[src/tpb_pkg.sv]
// constants and types for the tuner synthesizer and baseband control registers
package tpb_pkg;
	// register byte addresses inside the device
	localparam logic [7:0] OFS_SYNTH = 8'h06;
	localparam logic [7:0] OFS_BAND = 8'h07;
	localparam logic [7:0] OFS_FILTER = 8'h08;
	localparam logic [7:0] OFS_CTRL = 8'h09;
	localparam logic [7:0] OFS_SHDN = 8'h0a;
	// seven-bit slave address with the select pin grounded
	localparam logic [6:0] SLAVE_ADDR = 7'h60;
	// bit positions
	localparam int POS_POSTDIV = 7;
	localparam int POS_PUMPSRC = 6;
	localparam int POS_MANPUMP = 5;
	localparam int BAND_HI = 7;
	localparam int BAND_LO = 3;
	localparam int POS_AUTO = 2;
	localparam int POS_LATCH = 1;
	localparam int POS_READ = 0;
	localparam int POS_SOFT_STANDBY = 7;
	localparam int POS_FACT = 5;
	localparam int GAIN_HI = 3;
	localparam int SHDN_HI = 6;
	// reset values
	localparam logic RST_POSTDIV = 1'b1;
	localparam logic RST_PUMPSRC = 1'b1;
	localparam logic RST_MANPUMP = 1'b0;
	localparam logic [4:0] RST_BAND = 5'h19;
	localparam logic RST_AUTO = 1'b0;
	localparam logic RST_LATCH = 1'b0;
	localparam logic RST_READ = 1'b0;
	localparam logic [7:0] RST_FILTER = 8'h4b;
	localparam logic RST_SOFT_STANDBY = 1'b0;
	localparam logic RST_FACT = 1'b0;
	localparam logic [3:0] RST_GAIN = 4'h0;
	localparam logic [6:0] RST_SHDN = 7'h00;
	// serial byte framing
	localparam logic [3:0] BITS_PER_BYTE = 4'h8;
	localparam logic [3:0] BIT_CNT_RST = 4'h0;
	localparam logic [1:0] PH_SLAVE = 2'h0;
	localparam logic [1:0] PH_REG = 2'h1;
	localparam logic [1:0] PH_DATA = 2'h2;

	// serial engine states, gray along idle-shift-ack
	typedef enum logic [1:0] {
		TPB_IDLE = 2'b00,
		TPB_SHIFT = 2'b01,
		TPB_ACK = 2'b11,
		TPB_SKIP = 2'b10
	} tpb_state_t;

	// stored register fields, don't-care bits have no storage
	typedef struct packed {
		logic postDiv;
		logic pumpSrc;
		logic manualPump;
		logic [4:0] oscBand;
		logic autoBand;
		logic adcLatch;
		logic adcRead;
		logic [7:0] filterCorner;
		logic softStandby;
		logic factoryPower;
		logic [3:0] gainCode;
		logic [6:0] sectionOff;
	} tpb_cfg_t;

	// control outputs toward the analog sections
	typedef struct packed {
		logic postDividerSelect;
		logic pumpCurrentHigh;
		logic [4:0] oscBandCode;
		logic autoBandEnable;
		logic tuneAdcLatchEn;
		logic tuneAdcReadEn;
		logic [7:0] filterCornerCode;
		logic softStandby;
		logic factoryPowerBit;
		logic [3:0] basebandGainCode;
		logic [6:0] sectionOff;
	} tpb_ctl_t;

	// whole module state
	typedef struct packed {
		tpb_state_t fsm;
		logic sclPrev;
		logic sdaPrev;
		logic [3:0] bitCnt;
		logic [7:0] shiftByte;
		logic [1:0] phase;
		logic [7:0] regPtr;
		logic sdaOe;
		logic sdaOut;
		tpb_cfg_t cfg;
		tpb_ctl_t ctl;
	} tpb_st_t;
endpackage : tpb_pkg

[src/tpb_ctrl_regs.sv]
// serial-written synthesizer, oscillator band, filter, gain and power-down control registers
`timescale 1ns/10ps

module tpb_ctrl_regs (
	// clock, reset, enable
	input wire logic core_clk,
	input wire logic reset,
	input wire logic clkEn,
	// serial bus, data line open drain
	input wire logic sclIn,
	input wire logic sdaIn,
	output logic sdaOut,
	output logic sdaOe,
	// address select strap and autoselect pump request
	input wire logic addrSelHigh,
	input wire logic autoPumpHigh,
	// controls toward analog sections
	output tpb_pkg::tpb_ctl_t ctl
);
	tpb_pkg::tpb_st_t st_q;
	tpb_pkg::tpb_st_t st_d;
	logic sclRise;
	logic sclFall;
	logic startSeen;
	logic stopSeen;
	logic wrEn;

	// store one data byte into the addressed register, masking don't-care bits
	function automatic tpb_pkg::tpb_cfg_t applyWrite(input tpb_pkg::tpb_cfg_t c,
			input logic [7:0] ptr, input logic [7:0] b);
		tpb_pkg::tpb_cfg_t r;
		r = c;
		case (ptr)
			tpb_pkg::OFS_SYNTH: begin
				r.postDiv = b[tpb_pkg::POS_POSTDIV];
				r.pumpSrc = b[tpb_pkg::POS_PUMPSRC];
				r.manualPump = b[tpb_pkg::POS_MANPUMP];
			end
			tpb_pkg::OFS_BAND: begin
				r.oscBand = b[tpb_pkg::BAND_HI:tpb_pkg::BAND_LO];
				r.autoBand = b[tpb_pkg::POS_AUTO];
				r.adcLatch = b[tpb_pkg::POS_LATCH];
				r.adcRead = b[tpb_pkg::POS_READ];
			end
			tpb_pkg::OFS_FILTER: r.filterCorner = b;
			tpb_pkg::OFS_CTRL: begin
				r.softStandby = b[tpb_pkg::POS_SOFT_STANDBY];
				// stored as written, controller keeps it clear
				r.factoryPower = b[tpb_pkg::POS_FACT];
				r.gainCode = b[tpb_pkg::GAIN_HI:0];
			end
			tpb_pkg::OFS_SHDN: r.sectionOff = b[tpb_pkg::SHDN_HI:0];
			default: r = c;
		endcase
		return r;
	endfunction : applyWrite

	// bus line edges; inputs are already synchronous to core_clk
	assign sclRise = sclIn && !st_q.sclPrev;
	assign sclFall = !sclIn && st_q.sclPrev;
	assign startSeen = sclIn && st_q.sclPrev && st_q.sdaPrev && !sdaIn;
	assign stopSeen = sclIn && st_q.sclPrev && !st_q.sdaPrev && sdaIn;
	assign wrEn = clkEn && sclFall && st_q.fsm == tpb_pkg::TPB_SHIFT
		&& st_q.bitCnt == tpb_pkg::BITS_PER_BYTE && st_q.phase == tpb_pkg::PH_DATA;

	// next state: serial engine, register writes, derived controls
	always_comb begin
		st_d = st_q;
		st_d.sclPrev = sclIn;
		st_d.sdaPrev = sdaIn;
		st_d.sdaOut = 1'b0;
		if (startSeen) begin
			// repeated start also restarts framing
			st_d.fsm = tpb_pkg::TPB_SHIFT;
			st_d.bitCnt = tpb_pkg::BIT_CNT_RST;
			st_d.phase = tpb_pkg::PH_SLAVE;
			st_d.sdaOe = 1'b0;
		end else if (stopSeen) begin
			st_d.fsm = tpb_pkg::TPB_IDLE;
			st_d.sdaOe = 1'b0;
		end else begin
			case (st_q.fsm)
				tpb_pkg::TPB_SHIFT: begin
					if (sclRise && st_q.bitCnt != tpb_pkg::BITS_PER_BYTE) begin
						st_d.shiftByte = {st_q.shiftByte[6:0], sdaIn};
						st_d.bitCnt = st_q.bitCnt + 4'h1;
					end else if (sclFall && st_q.bitCnt == tpb_pkg::BITS_PER_BYTE) begin
						st_d.fsm = tpb_pkg::TPB_ACK;
						st_d.sdaOe = 1'b1;
						case (st_q.phase)
							tpb_pkg::PH_SLAVE: begin
								// address match; reads are not served here
								if (st_q.shiftByte[7:1] == (tpb_pkg::SLAVE_ADDR
										| {6'h00, addrSelHigh}) && !st_q.shiftByte[0]) begin
									st_d.phase = tpb_pkg::PH_REG;
								end else begin
									st_d.fsm = tpb_pkg::TPB_SKIP;
									st_d.sdaOe = 1'b0;
								end
							end
							tpb_pkg::PH_REG: begin
								st_d.regPtr = st_q.shiftByte;
								st_d.phase = tpb_pkg::PH_DATA;
							end
							default: begin
								st_d.cfg = applyWrite(st_q.cfg, st_q.regPtr, st_q.shiftByte);
								st_d.regPtr = st_q.regPtr + 8'h01;
							end
						endcase
					end
				end
				tpb_pkg::TPB_ACK: begin
					if (sclFall) begin
						st_d.sdaOe = 1'b0;
						st_d.fsm = tpb_pkg::TPB_SHIFT;
						st_d.bitCnt = tpb_pkg::BIT_CNT_RST;
					end
				end
				tpb_pkg::TPB_SKIP: st_d.sdaOe = 1'b0;
				tpb_pkg::TPB_IDLE: st_d.sdaOe = 1'b0;
				default: st_d.fsm = tpb_pkg::TPB_IDLE;
			endcase
		end
		// controls follow stored fields one cycle later
		st_d.ctl.postDividerSelect = st_q.cfg.postDiv;
		st_d.ctl.pumpCurrentHigh = st_q.cfg.pumpSrc ? autoPumpHigh : st_q.cfg.manualPump;
		st_d.ctl.oscBandCode = st_q.cfg.oscBand;
		st_d.ctl.autoBandEnable = st_q.cfg.autoBand;
		st_d.ctl.tuneAdcLatchEn = st_q.cfg.adcLatch && !st_q.cfg.autoBand;
		st_d.ctl.tuneAdcReadEn = st_q.cfg.adcRead && !st_q.cfg.autoBand;
		st_d.ctl.filterCornerCode = st_q.cfg.filterCorner;
		st_d.ctl.softStandby = st_q.cfg.softStandby;
		st_d.ctl.factoryPowerBit = st_q.cfg.factoryPower;
		st_d.ctl.basebandGainCode = st_q.cfg.gainCode;
		// standby forces every section off; reference path lives elsewhere
		st_d.ctl.sectionOff = st_q.cfg.sectionOff | {7{st_q.cfg.softStandby}};
	end

	// state register; clock enable low freezes everything
	always_ff @(posedge core_clk or posedge reset) begin
		if (reset) begin
			st_q <= '{fsm: tpb_pkg::TPB_IDLE, sclPrev: 1'b1, sdaPrev: 1'b1,
				bitCnt: tpb_pkg::BIT_CNT_RST, shiftByte: 8'h00, phase: tpb_pkg::PH_SLAVE,
				regPtr: 8'h00, sdaOe: 1'b0, sdaOut: 1'b0,
				cfg: '{postDiv: tpb_pkg::RST_POSTDIV, pumpSrc: tpb_pkg::RST_PUMPSRC,
					manualPump: tpb_pkg::RST_MANPUMP, oscBand: tpb_pkg::RST_BAND,
					autoBand: tpb_pkg::RST_AUTO, adcLatch: tpb_pkg::RST_LATCH,
					adcRead: tpb_pkg::RST_READ, filterCorner: tpb_pkg::RST_FILTER,
					softStandby: tpb_pkg::RST_SOFT_STANDBY, factoryPower: tpb_pkg::RST_FACT,
					gainCode: tpb_pkg::RST_GAIN, sectionOff: tpb_pkg::RST_SHDN},
				ctl: '{postDividerSelect: tpb_pkg::RST_POSTDIV, pumpCurrentHigh: 1'b0,
					oscBandCode: tpb_pkg::RST_BAND, autoBandEnable: tpb_pkg::RST_AUTO,
					tuneAdcLatchEn: 1'b0, tuneAdcReadEn: 1'b0,
					filterCornerCode: tpb_pkg::RST_FILTER, softStandby: tpb_pkg::RST_SOFT_STANDBY,
					factoryPowerBit: tpb_pkg::RST_FACT, basebandGainCode: tpb_pkg::RST_GAIN,
					sectionOff: tpb_pkg::RST_SHDN}};
		end else if (clkEn) begin
			st_q <= st_d;
		end
	end

	assign ctl = st_q.ctl;
	assign sdaOe = st_q.sdaOe;
	assign sdaOut = st_q.sdaOut;
endmodule : tpb_ctrl_regs

[config.mk]
export PLATFORM = sky130hd
export DESIGN_NAME = tpb_ctrl_regs
export DESIGN_NICKNAME = d
export VERILOG_FILES = /design/src/tpb_pkg.sv /design/src/tpb_ctrl_regs.sv
export SDC_FILE = /design/constraint.sdc
export NUM_CORES = 1
export LEC_CHECK = 0
export ABC_AREA = 0
export BUFFER_PORTS_ARGS = -buffer_cell sky130_fd_sc_hd__buf_4
export CAP_MARGIN = 20
export CORE_ASPECT_RATIO = 0.5
export CORE_MARGIN = 1
export CORE_UTILIZATION = 30
export CTS_CLUSTER_SIZE = 12
export DETAILED_ROUTE_END_ITERATION = 7
export PLACE_DENSITY_LB_ADDON = 0.05
export SLEW_MARGIN = 20
export SYNTH_ARGS = -nofsm -noshare
export SYNTH_HDL_FRONTEND = slang
export SYNTH_SLANG_ARGS = --single-unit
[constraint.sdc]
create_clock -name core_clk -period 7.9 [get_ports core_clk]
set_clock_uncertainty 0.2 [all_clocks]
set_input_delay 0.395 -clock core_clk [delete_from_list [all_inputs] [get_ports core_clk]]
set_output_delay 0.395 -clock core_clk [all_outputs]
set_load 0.1 [all_outputs]
==> results_dict.tcl <==
set metrics [dict create \
    start_util_pct 31.2 \
    power_mw 1.01 \
    routed_wl_um 9110 \
    via_per_inst 4.66 \
    portBuffers 38 \
    ys_warn_count 0 \
    synth_mux_area_share_pct 15.6 \
    cp.required_ns 7.92 \
    hold_start "sdaIn" \
    cts_buffers 9 \
    syn_to_final_growth_pct 12.8 \
    grtUsageMet3_pct 3.88 \
    antenna_found_initial 0 \
    synthAdderAreaFrac_pct 1.75 \
    drc_errors 0 \
    clkSinkCount 90 \
    firstDrtPassIters 4 \
    synthesis.area_sq_um 4290 \
    stdcell_count 570 \
    critPathLaunch "st_q[83]" \
    layout_common_cells "dfrtp_1, mux2_2, buf_4" \
    synth_xor_area_share_pct 0.409 \
    fmaxAchievable_mhz 390 \
    synth-edff-count 0 \
    fillers 1415 \
    synth_top_family_by_area "multiplexers" \
    grt.busiest_layer "met2" \
    chipHeight_um 86.5 \
    synthFlopType "dfrtp_1" \
    r2r-start "st_q[83]" \
    worst-r2r-cell-count 6 \
    place_hpwl_um 6240 \
    n_antenna_cell 0 \
    cts_resized 0 \
    met1_usage_pct 18.9 \
    htree_levels 3 \
    startpoint_type "register" \
    syn_nets 381 \
    num-nets-final 386 \
    finalSetupTns_ns 0 \
    std_cell_rows 30 \
    clk_pin_slew_ns 0.07 \
    cp_data_arrival_time_ns 2.58 \
    final-hold-violation-count 0 \
    syn_avg_cell_area_sq_um 11.6 \
    drt_iter0_markers 128 \
    min_period_ns 2.56 \
    grt_setup_unrepaired "no" \
    end_kind "register" \
    final_layout_size_suffix_gt1_share_pct 37.6 \
    final-setup-viol-count 0 \
    syn_inst 368 \
    setup.worst_path.class "reg2reg" \
    whs_ns 0.111 \
    clk_latency_ns 0.34 \
    use_met2_pct 19.5 \
    hp-class "in2reg" \
    die-area_sq_um 14800 \
    synth_cell_types 52 \
    async_flop_share_pct 100 \
    num_vias 2656 \
    finalInstanceArea_sq_um 4830 \
    grt_first_pass_wirelength_um 15000 \
    antenna_left 0 \
    grt_remaining_overflow 0 \
    ioPinCount 40 \
    track_usage_pct 13.4 \
    ys_ff_latch 90 \
    maxSlewHeadroom_pct 44.0 \
    tightest_slew_ns 0.840 \
    dp_cells 553 \
    drv_cap 0 \
    p_per_area_nw_per_um2 208 \
    slew_viol_final 0 \
    fin_crit_sh_pct 32.5 \
    cts_buffer_depth 2 \
    grt_pass1_vias 2747 \
    synth-compound-area-share_pct 7.82 \
    core_sq_um 13700 \
    cts_tree "done" \
    rrSetupSlack_ns 5.34 \
    crit_end "st_d[25]" \
    wire_per_inst_um 16.0 \
    die_w_um 171 \
    root_buffer "clkbuf_16" \
    place_area_sq_um 4520 \
    gp_congestion 0.784 \
    peakVddDrop_v 0.0000899 \
    r2r-end "st_d[25]" \
    seq_area_frac_synth_pct 53.1 \
    grt_max_degree 65 \
    cp_max_fo 12 \
    synth-simple-area-share_pct 13.1 \
    mostFrequentLayoutCell "dfrtp_1" \
    status "completed" \
    p_leak_nw 2.27 \
]
synthesized netlist by cell type, drive strengths merged, types with 2 or more instances:
cell type / instances / area (sq um)
a211oi: 2 / 15.0
a21o: 3 / 22.5
a21oi: 14 / 70.1
a22o: 2 / 17.5
a22oi: 2 / 15.0
a31oi: 3 / 18.8
and2: 2 / 12.5
and4b: 2 / 20.0
buf: 37 / 269
clkbuf: 10 / 37.5
dfrtp: 71 / 1780
dfstp: 19 / 499
ha: 6 / 75.1
inv: 11 / 41.3
mux2: 55 / 619
mux2i: 5 / 50.1
nand2: 39 / 146
nand2b: 5 / 31.3
nand3: 13 / 70.1
nand4: 2 / 12.5
nor2: 13 / 48.8
nor3: 7 / 85.1
nor3b: 2 / 26.3
nor4b: 2 / 17.5
o211ai: 2 / 15.0
o21ai: 11 / 55.1
o22a: 6 / 52.6
o22ai: 2 / 12.5
o31ai: 2 / 15.0
or2: 3 / 18.8
or4: 2 / 18.8
xnor2: 2 / 17.5
sequential cells by signal (all words and copies together), names as in the netlist:
signal	cells
sdaOe	1
st_q	37
st_d	21
ctl	31
repair_timing:
item	4_1_cts	5_1_grt
endpoints found under the hold margin	23	0
setup buffers	0	0
hold buffers	1	0
per-stage QoR:
| step | worst slack (ns) | util, % |
|---|---|---|
| finish | 5.34 | 35.2 |
| global route | 5.14 | 35.2 |
| CTS | 5.32 | 35.2 |
| detailed placement | 5.19 | 32.9 |
| global placement | 5.23 | 32.9 |
| floorplan | 5.00 | - |
layout make-up:
type	instances	area (sq um)	area share, %
Sequential cell	90	2280	47.1
Multi-Input combinational cell	220	1660	34.4
Timing Repair Buffer	41	310	6.42
Tap cell	192	240	4.97
Clock buffer	10	229	4.74
Clock inverter	6	73.8	1.53
Inverter	11	42.5	0.880
report_power, final:
group / internal, mW / switching (mW)
clock: 0.250 / 0.190
sequential: 0.473 / 0.0178
combinational: 0.0228 / 0.0529
total: 0.746 / 0.261
worst max-delay path, stage by stage (launching register included):
cell     delay (ns)
dfrtp_1        0.43
inv_1          0.08
ha_1           0.13
and3b_1        0.29
nand3_2        0.40
nor3_4         0.52
mux2_2         0.39
how the worst min path moves through the flow:
stage / to / cells after the start / slack (ns)
global placement: ctl[15] / 2 / 0.22
finish: st_q[75] / 3 / 0.11
global route: st_q[75] / 3 / 0.14
CTS: st_q[75] / 3 / 0.1
detailed placement: ctl[15] / 2 / 0.23
floorplan: ctl[3] / 1 / 0.26
per-layer routing:
metal | wire length [um] | vias to the layer above
met5 | 0 | -
met3 | 423 | 6
met4 | 53 | 0
met2 | 3960 | 54
met1 | 4670 | 1308
li1 | - | 1288
cell families (layout without fill, tap and decap cells):
logic type,Yosys count,count (layout)
fa+ha+maj,6,6
compound gates,52,52
other cells,1,1
mux,60,60
buf+inv,58,68
simple gates,99,99
flops,90,90
xor+xnor,2,2
No activity file was read; power rests on OpenSTA's default activity.
